==> src/tx_path_pkg.sv <==
// Constants, field layouts and state types for the per-channel transmit configuration bank.
// Assumes a single 32-bit AHB-Lite master and eight identical transmit channels.
package tx_path_pkg;

	// Channel count and bus address width
	localparam int CHANNELS = 8;
	localparam int ADDR_WIDTH = 12;

	// Register indices; byte address is four times the index
	localparam logic [7:0] TX_CONFIG_0_INDEX = 8'h02;
	localparam logic [7:0] TX_CONFIG_1_INDEX = 8'h03;
	localparam logic [7:0] CHANNEL_STRIDE = 8'h20;

	// Field positions of the first register
	localparam int CFG0_POWER_DOWN_BIT = 4;
	localparam int CFG0_INVERT_BIT = 3;
	localparam int CFG0_EDGE_BIT = 2;
	localparam int CFG0_MODE_LSB = 0;

	// Field positions of the second register
	localparam int CFG1_MONITOR_OFF_BIT = 5;
	localparam int CFG1_HIZ_BIT = 4;
	localparam int CFG1_TEMPLATE_LSB = 0;

	// Reset values
	localparam logic [7:0] TX_CONFIG_0_RESET = 8'h00;
	localparam logic [7:0] TX_CONFIG_1_RESET = 8'h10;

	// Stage modes and line symbol codes held in the encoder delay line
	localparam logic [1:0] MODE_SUBST = 2'b00;
	localparam logic [1:0] MODE_AMI = 2'b01;
	localparam logic [1:0] LINE_ZERO = 2'b00;
	localparam logic [1:0] LINE_MARK = 2'b01;
	localparam logic [1:0] LINE_VIOL = 2'b10;

	// Bus encodings
	localparam logic [1:0] HTRANS_NONSEQ = 2'b10;
	localparam logic HRESP_OKAY = 1'b0;

	// Decoded configuration of one channel
	typedef struct packed {
		logic power_down;
		logic data_invert;
		logic edge_rising;
		logic [1:0] stage_mode;
		logic monitor_disable;
		logic hiz;
		logic [3:0] template_sel;
	} chan_cfg_type;

	// Full state of one channel
	typedef struct packed {
		chan_cfg_type cfg;
		logic [2:0] clk_sync;
		logic [2:0] single_sync;
		logic [2:0] pos_sync;
		logic [2:0] neg_sync;
		logic clk_level;
		logic single_level;
		logic pos_level;
		logic neg_level;
		logic [7:0][1:0] delay;
		logic last_pol;
		logic ones_odd;
		logic line_pos;
		logic line_neg;
		logic oe;
		logic powered;
		logic mon_en;
		logic arb;
		logic rsv;
		logic [3:0] tmpl_out;
	} chan_type;

	// Bus slave state
	typedef struct packed {
		logic wr_pend;
		logic [2:0] wr_chan;
		logic wr_reg;
		logic [31:0] rdata;
		logic ready;
		logic resp;
	} bus_type;

	// Whole block state
	typedef struct packed {
		bus_type bus;
		chan_type [CHANNELS-1:0] ch;
	} state_type;

	// Register image of one configuration byte
	function automatic logic [7:0] pack_cfg(input chan_cfg_type cfg, input logic sel);
		logic [7:0] v;
		v = 8'h00;
		if (!sel) begin
			v[CFG0_POWER_DOWN_BIT] = cfg.power_down;
			v[CFG0_INVERT_BIT] = cfg.data_invert;
			v[CFG0_EDGE_BIT] = cfg.edge_rising;
			v[CFG0_MODE_LSB +: 2] = cfg.stage_mode;
		end else begin
			v[CFG1_MONITOR_OFF_BIT] = cfg.monitor_disable;
			v[CFG1_HIZ_BIT] = cfg.hiz;
			v[CFG1_TEMPLATE_LSB +: 4] = cfg.template_sel;
		end
		return v;
	endfunction

	// Update one configuration byte; reserved bits are dropped
	function automatic chan_cfg_type unpack_cfg(input chan_cfg_type cfg, input logic sel, input logic [7:0] v);
		chan_cfg_type c;
		c = cfg;
		if (!sel) begin
			c.power_down = v[CFG0_POWER_DOWN_BIT];
			c.data_invert = v[CFG0_INVERT_BIT];
			c.edge_rising = v[CFG0_EDGE_BIT];
			c.stage_mode = v[CFG0_MODE_LSB +: 2];
		end else begin
			c.monitor_disable = v[CFG1_MONITOR_OFF_BIT];
			c.hiz = v[CFG1_HIZ_BIT];
			c.template_sel = v[CFG1_TEMPLATE_LSB +: 4];
		end
		return c;
	endfunction

	// Reset image of the whole block
	function automatic state_type reset_state();
		state_type s;
		s = '0;
		s.bus.ready = 1'b1;
		s.bus.resp = HRESP_OKAY;
		for (int c = 0; c < CHANNELS; c++) begin
			s.ch[c].cfg = unpack_cfg(s.ch[c].cfg, 1'b0, TX_CONFIG_0_RESET);
			s.ch[c].cfg = unpack_cfg(s.ch[c].cfg, 1'b1, TX_CONFIG_1_RESET);
			s.ch[c].powered = 1'b1;
			s.ch[c].mon_en = 1'b1;
		end
		return s;
	endfunction

	localparam state_type STATE_RESET = reset_state();

endpackage

==> src/tx_path_config_regs.sv <==
// Per-channel transmit configuration registers and the transmit line coder they steer.
// Assumes one AHB-Lite master on hclk and framer pins that are asynchronous to hclk.
//
// What this block does
// - Eight register pairs, 0x20 index stride apart.
// - Power-down bit stops transmitter, tristates driver.
// - Invert bit selects active-low transmit data.
// - Edge bit: 0 falling, 1 rising clock.
// - Mode 00: zero-substitution coding then shaper.
// - Mode 01: plain AMI, no substitution.
// - Mode 1x: bypass coder, take dual rails.
// - Monitor-disable bit turns driver monitor off.
// - High-impedance bit tristates driver only.
//
// Implementation choice: the AHB-Lite register port.
`timescale 1ns/1ns

module tx_path_config_regs
	import tx_path_pkg::*;
(
	input wire logic hclk,
	input wire logic hresetn,
	input wire logic ce,
	input wire logic hsel,
	input wire logic [ADDR_WIDTH-1:0] haddr,
	input wire logic [1:0] htrans,
	input wire logic hwrite,
	input wire logic [2:0] hsize,
	input wire logic [31:0] hwdata,
	input wire logic hready,
	output logic [31:0] hrdata,
	output logic hreadyout,
	output logic hresp,
	input wire logic [CHANNELS-1:0] tx_channel_clock,
	input wire logic [CHANNELS-1:0] tx_single_rail_in,
	input wire logic [CHANNELS-1:0] tx_positive_rail_in,
	input wire logic [CHANNELS-1:0] tx_negative_rail_in,
	output logic [CHANNELS-1:0] line_pos_out,
	output logic [CHANNELS-1:0] line_neg_out,
	output logic [CHANNELS-1:0] line_driver_oe,
	output logic [CHANNELS-1:0] tx_powered,
	output logic [CHANNELS-1:0] driver_fail_monitor_en,
	output logic [CHANNELS-1:0][3:0] pulse_template_select,
	output logic [CHANNELS-1:0] template_arbitrary,
	output logic [CHANNELS-1:0] template_reserved
);

	// Registered state and its next value
	state_type s_q;
	state_type s_d;

	// Address-phase decode results
	logic [ADDR_WIDTH-3:0] addr_index;
	logic addr_ok;
	logic [2:0] addr_chan;
	logic addr_reg;

	// One step of a channel: pin synchronisers, edge detect, coder, output flops
	function automatic chan_type channel_step(input chan_type cur, input logic clk_pin, input logic sr_pin,
			input logic pr_pin, input logic nr_pin);
		chan_type nx;
		logic edge_seen;
		logic bit_in;
		logic e1;
		logic [1:0] out_code;
		logic pol;
		nx = cur;
		pol = cur.last_pol;
		out_code = LINE_ZERO;
		// Three-stage synchronisers; the first stage feeds only the second
		nx.clk_sync = {cur.clk_sync[1:0], clk_pin};
		nx.single_sync = {cur.single_sync[1:0], sr_pin};
		nx.pos_sync = {cur.pos_sync[1:0], pr_pin};
		nx.neg_sync = {cur.neg_sync[1:0], nr_pin};
		// A level counts only once stages two and three agree
		if (cur.clk_sync[2] == cur.clk_sync[1]) begin
			nx.clk_level = cur.clk_sync[1];
		end
		if (cur.single_sync[2] == cur.single_sync[1]) begin
			nx.single_level = cur.single_sync[1];
		end
		if (cur.pos_sync[2] == cur.pos_sync[1]) begin
			nx.pos_level = cur.pos_sync[1];
		end
		if (cur.neg_sync[2] == cur.neg_sync[1]) begin
			nx.neg_level = cur.neg_sync[1];
		end
		// Sampling edge of the transmit clock
		edge_seen = cur.cfg.edge_rising ? (nx.clk_level & ~cur.clk_level) : (~nx.clk_level & cur.clk_level);
		// Data lags the clock through identical synchronisers, so the old level is the one at the edge
		bit_in = cur.single_level ^ cur.cfg.data_invert;
		e1 = (cur.cfg.template_sel[3:1] == 3'b000);
		if (cur.cfg.power_down) begin
			// Transmitter off: coder flushed, no pulses
			nx.delay = '0;
			nx.line_pos = 1'b0;
			nx.line_neg = 1'b0;
			nx.last_pol = 1'b0;
			nx.ones_odd = 1'b0;
		end else if (edge_seen) begin
			if (cur.cfg.stage_mode[1]) begin
				// Coder bypassed, rails taken as they come
				nx.line_pos = cur.pos_level ^ cur.cfg.data_invert;
				nx.line_neg = cur.neg_level ^ cur.cfg.data_invert;
				nx.delay = '0;
			end else begin
				// E1 needs four symbols of look-ahead, T1 eight
				out_code = e1 ? cur.delay[3] : cur.delay[7];
				nx.delay = {cur.delay[6:0], (bit_in ? LINE_MARK : LINE_ZERO)};
				// Symbol leaving the delay line goes to the shaper
				case (out_code)
					LINE_MARK: begin
						pol = ~cur.last_pol;
						nx.line_pos = pol;
						nx.line_neg = ~pol;
						nx.last_pol = pol;
						nx.ones_odd = ~cur.ones_odd;
					end
					LINE_VIOL: begin
						nx.line_pos = cur.last_pol;
						nx.line_neg = ~cur.last_pol;
						nx.ones_odd = 1'b0;
					end
					default: begin
						nx.line_pos = 1'b0;
						nx.line_neg = 1'b0;
					end
				endcase
				// Substitution is decided after the leaving symbol is counted,
				// so a violation sent in this very step already resets the parity
				if (cur.cfg.stage_mode == MODE_SUBST) begin
					if (e1 && (nx.delay[3:0] == 8'h00)) begin
						// Four zeros become 000V or B00V to keep violations alternating
						nx.delay[0] = LINE_VIOL;
						if (!nx.ones_odd) begin
							nx.delay[3] = LINE_MARK;
						end
					end else if (!e1 && (nx.delay == 16'h0000)) begin
						// Eight zeros become 000VB0VB
						nx.delay[4] = LINE_VIOL;
						nx.delay[3] = LINE_MARK;
						nx.delay[1] = LINE_VIOL;
						nx.delay[0] = LINE_MARK;
					end
				end
			end
		end
		// Static controls re-registered so every output leaves a flop
		nx.oe = ~cur.cfg.power_down & ~cur.cfg.hiz;
		nx.powered = ~cur.cfg.power_down;
		nx.mon_en = ~cur.cfg.monitor_disable & ~cur.cfg.power_down;
		nx.tmpl_out = cur.cfg.template_sel;
		nx.arb = (cur.cfg.template_sel[3:2] == 2'b11);
		nx.rsv = (cur.cfg.template_sel[3:2] == 2'b10);
		return nx;
	endfunction

	// Address decode: channel in index bits 7:5, register in bits 4:0
	always_comb begin
		addr_index = haddr[ADDR_WIDTH-1:2];
		addr_chan = addr_index[7:5];
		addr_reg = (addr_index[4:0] == TX_CONFIG_1_INDEX[4:0]);
		addr_ok = (haddr[1:0] == 2'b00) && (addr_index[ADDR_WIDTH-3:8] == '0)
			&& ((addr_index[4:0] == TX_CONFIG_0_INDEX[4:0]) || addr_reg);
	end

	// Next-state logic; nothing moves while the clock enable is low
	always_comb begin
		s_d = s_q;
		if (ce) begin
			// Write data phase lands in the addressed channel
			if (s_q.bus.wr_pend) begin
				s_d.ch[s_q.bus.wr_chan].cfg = unpack_cfg(s_q.ch[s_q.bus.wr_chan].cfg, s_q.bus.wr_reg, hwdata[7:0]);
				s_d.bus.wr_pend = 1'b0;
			end
			// Address phase of a new transfer
			if (hsel && hready && htrans[1]) begin
				s_d.bus.rdata = 32'h0000_0000;
				if (hwrite) begin
					// Unmapped writes are dropped silently
					s_d.bus.wr_pend = addr_ok;
					s_d.bus.wr_chan = addr_chan;
					s_d.bus.wr_reg = addr_reg;
				end else if (addr_ok) begin
					// Read from s_d so a write still in its data phase is seen
					s_d.bus.rdata = {24'h00_0000, pack_cfg(s_d.ch[addr_chan].cfg, addr_reg)};
				end
			end
			// Transmit path of every channel
			for (int c = 0; c < CHANNELS; c++) begin
				s_d.ch[c] = channel_step(s_q.ch[c], tx_channel_clock[c], tx_single_rail_in[c],
					tx_positive_rail_in[c], tx_negative_rail_in[c]);
				if (s_d.bus.wr_pend == 1'b0 && s_q.bus.wr_pend && s_q.bus.wr_chan == c[2:0]) begin
					s_d.ch[c].cfg = unpack_cfg(s_q.ch[c].cfg, s_q.bus.wr_reg, hwdata[7:0]);
				end else begin
					s_d.ch[c].cfg = s_d.ch[c].cfg;
				end
			end
			// A write whose data phase overlaps a new write keeps the new address but still lands
			if (s_q.bus.wr_pend) begin
				s_d.ch[s_q.bus.wr_chan].cfg = unpack_cfg(s_q.ch[s_q.bus.wr_chan].cfg, s_q.bus.wr_reg, hwdata[7:0]);
			end
		end
	end

	// State register; reset loads a constant image only
	always_ff @(posedge hclk or negedge hresetn) begin
		if (!hresetn) begin
			s_q <= STATE_RESET;
		end else begin
			s_q <= s_d;
		end
	end

	// Outputs straight from the state flops
	always_comb begin
		hrdata = s_q.bus.rdata;
		hreadyout = s_q.bus.ready;
		hresp = s_q.bus.resp;
		for (int c = 0; c < CHANNELS; c++) begin
			line_pos_out[c] = s_q.ch[c].line_pos;
			line_neg_out[c] = s_q.ch[c].line_neg;
			line_driver_oe[c] = s_q.ch[c].oe;
			tx_powered[c] = s_q.ch[c].powered;
			driver_fail_monitor_en[c] = s_q.ch[c].mon_en;
			pulse_template_select[c] = s_q.ch[c].tmpl_out;
			template_arbitrary[c] = s_q.ch[c].arb;
			template_reserved[c] = s_q.ch[c].rsv;
		end
	end

	// Helper terms for the checks on channel 0
	localparam logic [ADDR_WIDTH-1:0] CH7_CFG0_ADDR = 12'h388;
	logic ev0;
	logic bit0;
	assign ev0 = s_q.ch[0].cfg.edge_rising ? (s_d.ch[0].clk_level & ~s_q.ch[0].clk_level)
		: (~s_d.ch[0].clk_level & s_q.ch[0].clk_level);
	assign bit0 = s_q.ch[0].single_level ^ s_q.ch[0].cfg.data_invert;
endmodule

==> config.mk <==
export PLATFORM = sky130hd
export DESIGN_NAME = tx_path_config_regs
export DESIGN_NICKNAME = d
export VERILOG_FILES = /design/src/tx_path_pkg.sv /design/src/tx_path_config_regs.sv
export SDC_FILE = /design/constraint.sdc
export NUM_CORES = 1
export LEC_CHECK = 0
export BUFFER_PORTS_ARGS = -buffer_cell sky130_fd_sc_hd__buf_2
export CAP_MARGIN = 5
export CORE_MARGIN = 4
export CORE_UTILIZATION = 34
export CTS_BUF_LIST = sky130_fd_sc_hd__clkbuf_8
export CTS_CLUSTER_DIAMETER = 200
export DETAILED_ROUTE_END_ITERATION = 7
export PLACE_DENSITY = 0.53
export SLEW_MARGIN = 20
export SYNTH_ARGS = -nofsm -noshare
export SYNTH_HDL_FRONTEND = slang
export SYNTH_SLANG_ARGS = --single-unit
==> constraint.sdc <==
create_clock -name hclk -period 5 [get_ports hclk]
set_input_delay 0 -clock hclk [delete_from_list [all_inputs] [get_ports hclk]]
set_output_delay 0 -clock hclk [all_outputs]
set_load 0.005 [all_outputs]
After elaboration in Yosys (flattened, before gate mapping)
Cells that the tools add are included.
{"block": "totals", "wordCells": 855, "out_inout_bits": 122, "register_bits": 485}
{"block": "classes", "n_eq_ne": 75, "magnitude_cmp": 3, "mux": 320, "reduce_logical": 76, "bitwise_logic": 113}
{"op": "448-bit 2-to-1 mux", "n": 3}
{"op": "448-bit bitwise mux", "n": 2}
{"op": "20-bit 2-to-1 mux", "n": 24}
{"op": "56-bit binary-select mux with 3-bit select", "n": 2}
{"op": "11-bit 2-to-1 mux", "n": 16}
{"op": "56-bit demux with 3-bit select", "n": 1}
{"op": "56-bit 2-to-1 mux", "n": 3}
{"op": "16-bit logical NOT", "n": 8}
{"op": "16-bit 2-to-1 mux", "n": 8}
{"op": "2-bit 2-to-1 mux", "n": 64}
{"op": "4-bit 2-to-1 mux", "n": 32}
{"op": "1-bit 2-to-1 mux", "n": 121}
{"op": "6-bit 2-to-1 mux", "n": 13}
{"op": "37-bit 2-to-1 mux", "n": 2}
{"op": "5-bit 2-to-1 mux", "n": 13}
{"op": "8-bit logical NOT", "n": 8}
{"op": "1-bit inverter", "n": 57}
{"op": "2-bit equality test (second input constant)", "n": 24}
{"op": "1-bit bitwise AND", "n": 32}
{"op": "1-bit equality test", "n": 32}
{"op": "2-bit one-hot mux with 2 select lines", "n": 8}
{"op": "1-bit logical AND", "n": 30}
{"op": "3-bit logical NOT", "n": 9}
{"op": "1-bit XOR", "n": 24}
{"op": "other kinds (14)", "n": 51}

Logic depth before layout (Yosys ltp)
{"block": "depth", "depth_word": 22, "depth_mapped": 11}

Least setup slack after synthesis
Ideal clock, no wire load.
{"block": "synth_timing", "kind": "flip-flop to flip-flop", "start": "reg s_q[484] (netlist bit)", "end": "reg s_q, in the netlist hrdata[1]", "path_slack_ns": 2.654, "setup_ns": 0.131, "path_stages_with_launch": 9, "arrival_time_ns": 2.214, "period_less_slack_ns": 2.346, "n_path_buf": 1, "cell_sequence": "dfrtp_1 buf_6 mux4_2 mux2_2 mux2i_4 nand3_1 a31oi_1 o21ai_1 or3_1"}
{"block": "synth_via", "elab_chain_len": 15}
{"item": "start: declaration", "line_no": "tx_path_config_regs.sv:49", "rtl": "state_type s_q;"}
{"item": "start signal: assignment", "line_no": "tx_path_config_regs.sv:209", "rtl": "s_q <= STATE_RESET;"}
{"item": "start signal: assignment", "line_no": "tx_path_config_regs.sv:211", "rtl": "s_q <= s_d;"}
{"item": "56-bit binary-select mux with 3-bit select", "line_no": "tx_path_config_regs.sv:173", "rtl": "s_d.ch[s_q.bus.wr_chan].cfg = unpack_cfg(s_q.ch[s_q.bus.wr_chan].cfg, s_q.bus.wr_reg, hwdata[7:0]);"}
{"item": "56-bit 2-to-1 mux (implied by the code)", "line_no": "tx_path_config_regs.sv:173"}
{"item": "5-bit 2-to-1 mux or 6-bit 2-to-1 mux (tied branches)", "line_no": "tx_path_pkg.sv:112", "rtl": "if (!sel) begin"}
{"item": "5-bit 2-to-1 mux or 6-bit 2-to-1 mux (tied branches)", "line_no": "tx_path_config_regs.sv:172", "rtl": "if (s_q.bus.wr_pend) begin"}
{"item": "5-bit 2-to-1 mux or 6-bit 2-to-1 mux (tied branches)", "line_no": "tx_path_config_regs.sv:170", "rtl": "if (ce) begin"}
{"item": "448-bit bitwise mux (*)", "line_no": "tx_path_config_regs.sv:173"}
{"item": "448-bit 2-to-1 mux (*)", "line_no": "tx_path_config_regs.sv:172"}
{"item": "448-bit 2-to-1 mux (*)", "line_no": "tx_path_config_regs.sv:170"}
{"item": "56-bit binary-select mux with 3-bit select (*)", "line_no": "tx_path_config_regs.sv:186", "rtl": "s_d.bus.rdata = {24'h00_0000, pack_cfg(s_d.ch[addr_chan].cfg, addr_reg)};"}
{"item": "56-bit 2-to-1 mux (implied by the code) (*)", "line_no": "tx_path_config_regs.sv:186"}
{"item": "5-bit 2-to-1 mux (*)", "line_no": "tx_path_pkg.sv:95", "rtl": "if (!sel) begin"}
{"item": "6-bit 2-to-1 mux (*)", "line_no": "tx_path_config_regs.sv:184", "rtl": "end else if (addr_ok) begin"}
{"item": "6-bit 2-to-1 mux (*)", "line_no": "tx_path_config_regs.sv:179", "rtl": "if (hwrite) begin"}
{"item": "37-bit 2-to-1 mux (*)", "line_no": "tx_path_config_regs.sv:177", "rtl": "if (hsel && hready && htrans[1]) begin"}
{"item": "37-bit 2-to-1 mux (*)", "line_no": "tx_path_config_regs.sv:170"}
Mark *: on every way between the ends. The rest lies on a longest branch, timed or not. The select of a mux whose other input is x is not followed.
A chain may end at the register's enable or synchronous reset.

Worst setup path after layout
{"block": "layout_timing", "start": "reg s_q[484] (netlist bit)", "end": "reg s_q, in the netlist hrdata[0]"}
Same word-level chain as after synthesis.

==> out/metrics.yaml <==
yosys:
  synth_seq_cells: 459
  ys_types: 79
  synth-edff-count: 0
  avgSynthCellArea_um2: 10.1
  synth_area_mm2: 0.0237
  seq_area_frac_synth_pct: 48.6
  ys_async_sr_fraction_pct: 100
  synthCells: 2344
  synth_warnings: 0
  synth_flop_cell: "dfrtp_1"
drt:
  viasPerCell: 5.30
  ant_nets: 0
  first_pass_iters: 5
  wl_per_cell_um: 19.8
  num_vias: 18127
  drc_errors: 0
  drt-total-wl_um: 67600
  drt_iter0_drc: 1401
global_routing:
  overflow: 0
  track_usage_pct: 18.0
  antenna_found_initial: 3
  grt_max_degree: 136
  grt_pass1_vias: 18092
  grt_pass1_wl_um: 105000
power:
  pwr-share-seq_pct: 47.2
  swShare_pct: 29.8
  power_frac_comb_pct: 16.9
  clock_power_share_pct: 35.9
  leakage_uw: 0.0124
  internal-power_uw: 7200
  p_per_area_mw_per_mm2: 383
  peakVddDrop_mv: 0.157
  p_sw_uw: 3050
  p_total_uw: 10300
worst_setup_path:
  reg2reg_slack_ns: 1.36
  crit_path_end_kind: "flip-flop"
  worstSetupStartpointType: "flip-flop"
  worst_ep_required_time_ns: 5.53
  cp.arrival_ns: 4.17
  worst-setup-path-type: "flip-flop to flip-flop"
  cp_max_fo: 35
timing:
  max_freq_mhz: 275
  relSlewSlack_pct: 15.7
  worst_slew_pin_slew_ns: 1.26
  hold_viol: 0
  setup_viol: 0
  period_needed_ns: 3.64
  finalMaxSlewViolations: 0
  setup_tns_ns: 0
  rsz0062_at_grt: "no"
  skew_ns: 0.0278
  fin_crit_sh_pct: 72.7
  finalWorstSetupSlack_ns: 1.36
die:
  num_rows: 96
  start_util_pct: 34.4
  die-area_mm2: 0.0740
  die_y_um: 272
  pin_count: 209
  core-area_mm2: 0.0688
  die_w_um: 272
place:
  gp_congestion: 0.921
  place_ws_ns: 1.51
  hpwl_um: 46700
  portBuffers: 150
cts:
  cts_sinks: 459
  hold_buffers: 50
  h-tree-depth: 3
  post_cts_resized: 0
  cts_tree: "done"
  cts_max_path_buffers: 3
  cts_setup_buffers: 0
  clkTransAtPathRegs_ns: 0.06
  cts-buffers-inserted: 83
  cts_root_buf: "clkbuf_8"
  clkLatencyLatePin_ns: 0.68
cells_and_area:
  final_cell_mix: "dfrtp_1 (434), nand2_1 (228), mux2_2 (177), o21ai_0 (166), inv_1 (149)"
  areaGrowthSynthToFinish_pct: 12.9
  layout_commonest_cell: "dfrtp_1"
  finalNetCount: 2523
  drive_gt1_share_pct: 21.7
worst_hold_path:
  hp-class: "input pin to flip-flop"
status:
  status: "completed"
run:
  cap_violations: 0
area by class of cell:
cell class	count	area, um2
fill	6742	42100
inverter	122	458
sequential	459	11500
tap	931	1160
timing repair buffer	235	1580
multi-input combinational	1519	10300
clock buffer	103	1420
antenna	2	5.00
clock inverter	48	329
routing by layer:
metal	part of all wire, %	global-route usage, %	routed length (um)
met5	0.019	0	13
met3	6.1	3.80	4100
met4	3.3	7.05	2210
met1	46	24.7	30800
met2	45	27.9	30500
state kept, by name, summed over array words and instances (netlist names):
name,count
line_pos_out,8
line_driver_oe,8
pulse_template_select,32
line_neg_out,8
s_q,365
template_arbitrary,8
driver_fail_monitor_en,8
tx_powered,8
template_reserved,8
hrdata,6
power by group through the flow:
stage	Sequential, uW	Combinational [uW]	Clock, uW
2_1_floorplan	4690	1380	0
3_3_place_gp	4870	1650	0
3_5_place_dp	4890	1710	0
4_1_cts	4840	1750	3830
5_1_grt	4920	1950	4000
6_report	4840	1730	3680
worst max-delay path, stage by stage (launching register included):
cell      delay, ns
dfrtp_2        0.97
buf_4          0.39
mux4_2         0.53
nor2_1         0.21
o21a_2         0.30
a211oi_1       0.11
or3_1          0.38
a32oi_1        0.45
o21ai_1        0.13
kinds of logic (layout without fill, tap and decap cells):
group | Yosys count | in the layout | synth area share [%]
other | 2 | 30 | 0.0317
buffers and inverters | 392 | 508 | 8.46
XOR/XNOR | 25 | 25 | 0.924
adder cells (fa/ha/maj) | 16 | 16 | 0.845
AND/OR/NAND/NOR | 622 | 622 | 13.1
multiplexers | 248 | 248 | 12.2
AO/OA/AOI/OAI | 580 | 580 | 15.8
flip-flops | 459 | 459 | 48.6
Yosys cell counts, types with 14 or more instances:
| master | n | area share, % |
|---|---|---|
| dfrtp_1 | 435 | 46 |
| nand2_1 | 228 | 3.6 |
| mux2_2 | 177 | 8.4 |
| o21ai_0 | 166 | 3.5 |
| buf_4 | 124 | 3.9 |
| inv_1 | 122 | 1.9 |
| nor2_1 | 119 | 1.9 |
| a21oi_1 | 114 | 2.4 |
| clkbuf_1 | 109 | 1.7 |
| a22o_1 | 82 | 3.0 |
| o22ai_1 | 61 | 1.6 |
| mux2i_1 | 53 | 2.2 |
| nand2b_1 | 46 | 1.2 |
| nand3_1 | 42 | 0.89 |
| nor2b_1 | 36 | 0.95 |
| a22oi_1 | 34 | 1.1 |
| nor4_1 | 33 | 0.87 |
| nor3_1 | 32 | 0.68 |
| a211oi_1 | 24 | 0.76 |
| dfstp_2 | 24 | 2.7 |
| a31oi_1 | 23 | 0.61 |
| buf_2 | 18 | 0.38 |
| xor2_1 | 18 | 0.67 |
| ha_1 | 16 | 0.84 |
| buf_1 | 14 | 0.22 |
through the flow:
stage | util [%] | cells | cell area (um2) | hold slack [ns]
2_1_floorplan | - | 2370 | 23800 | -0.296
3_3_place_gp | 35.6 | 3216 | 24500 | 0.0643
3_5_place_dp | 35.6 | 3216 | 24500 | 0.0770
4_1_cts | 38.9 | 3417 | 26700 | 0.00402
5_1_grt | 38.9 | 3418 | 26800 | 0.0504
6_report | 38.9 | 3419 | 26800 | 0.0734
worst paths after layout:
kind / start / to / cells past startpoint
setup / recovery: s_q[484] / hrdata[0] / 8
hold / removal: tx_single_rail_in[0] / s_q[39] / 3
setup reg to reg: s_q[484] / hrdata[0] / 8
hold reg to reg: tx_powered[4] / tx_powered[4] / 2
max in group asynchronous: hresetn / s_q[484] / 4
min in group asynchronous: hresetn / s_q[161] / 3
(Power assumes the default switching activity.)
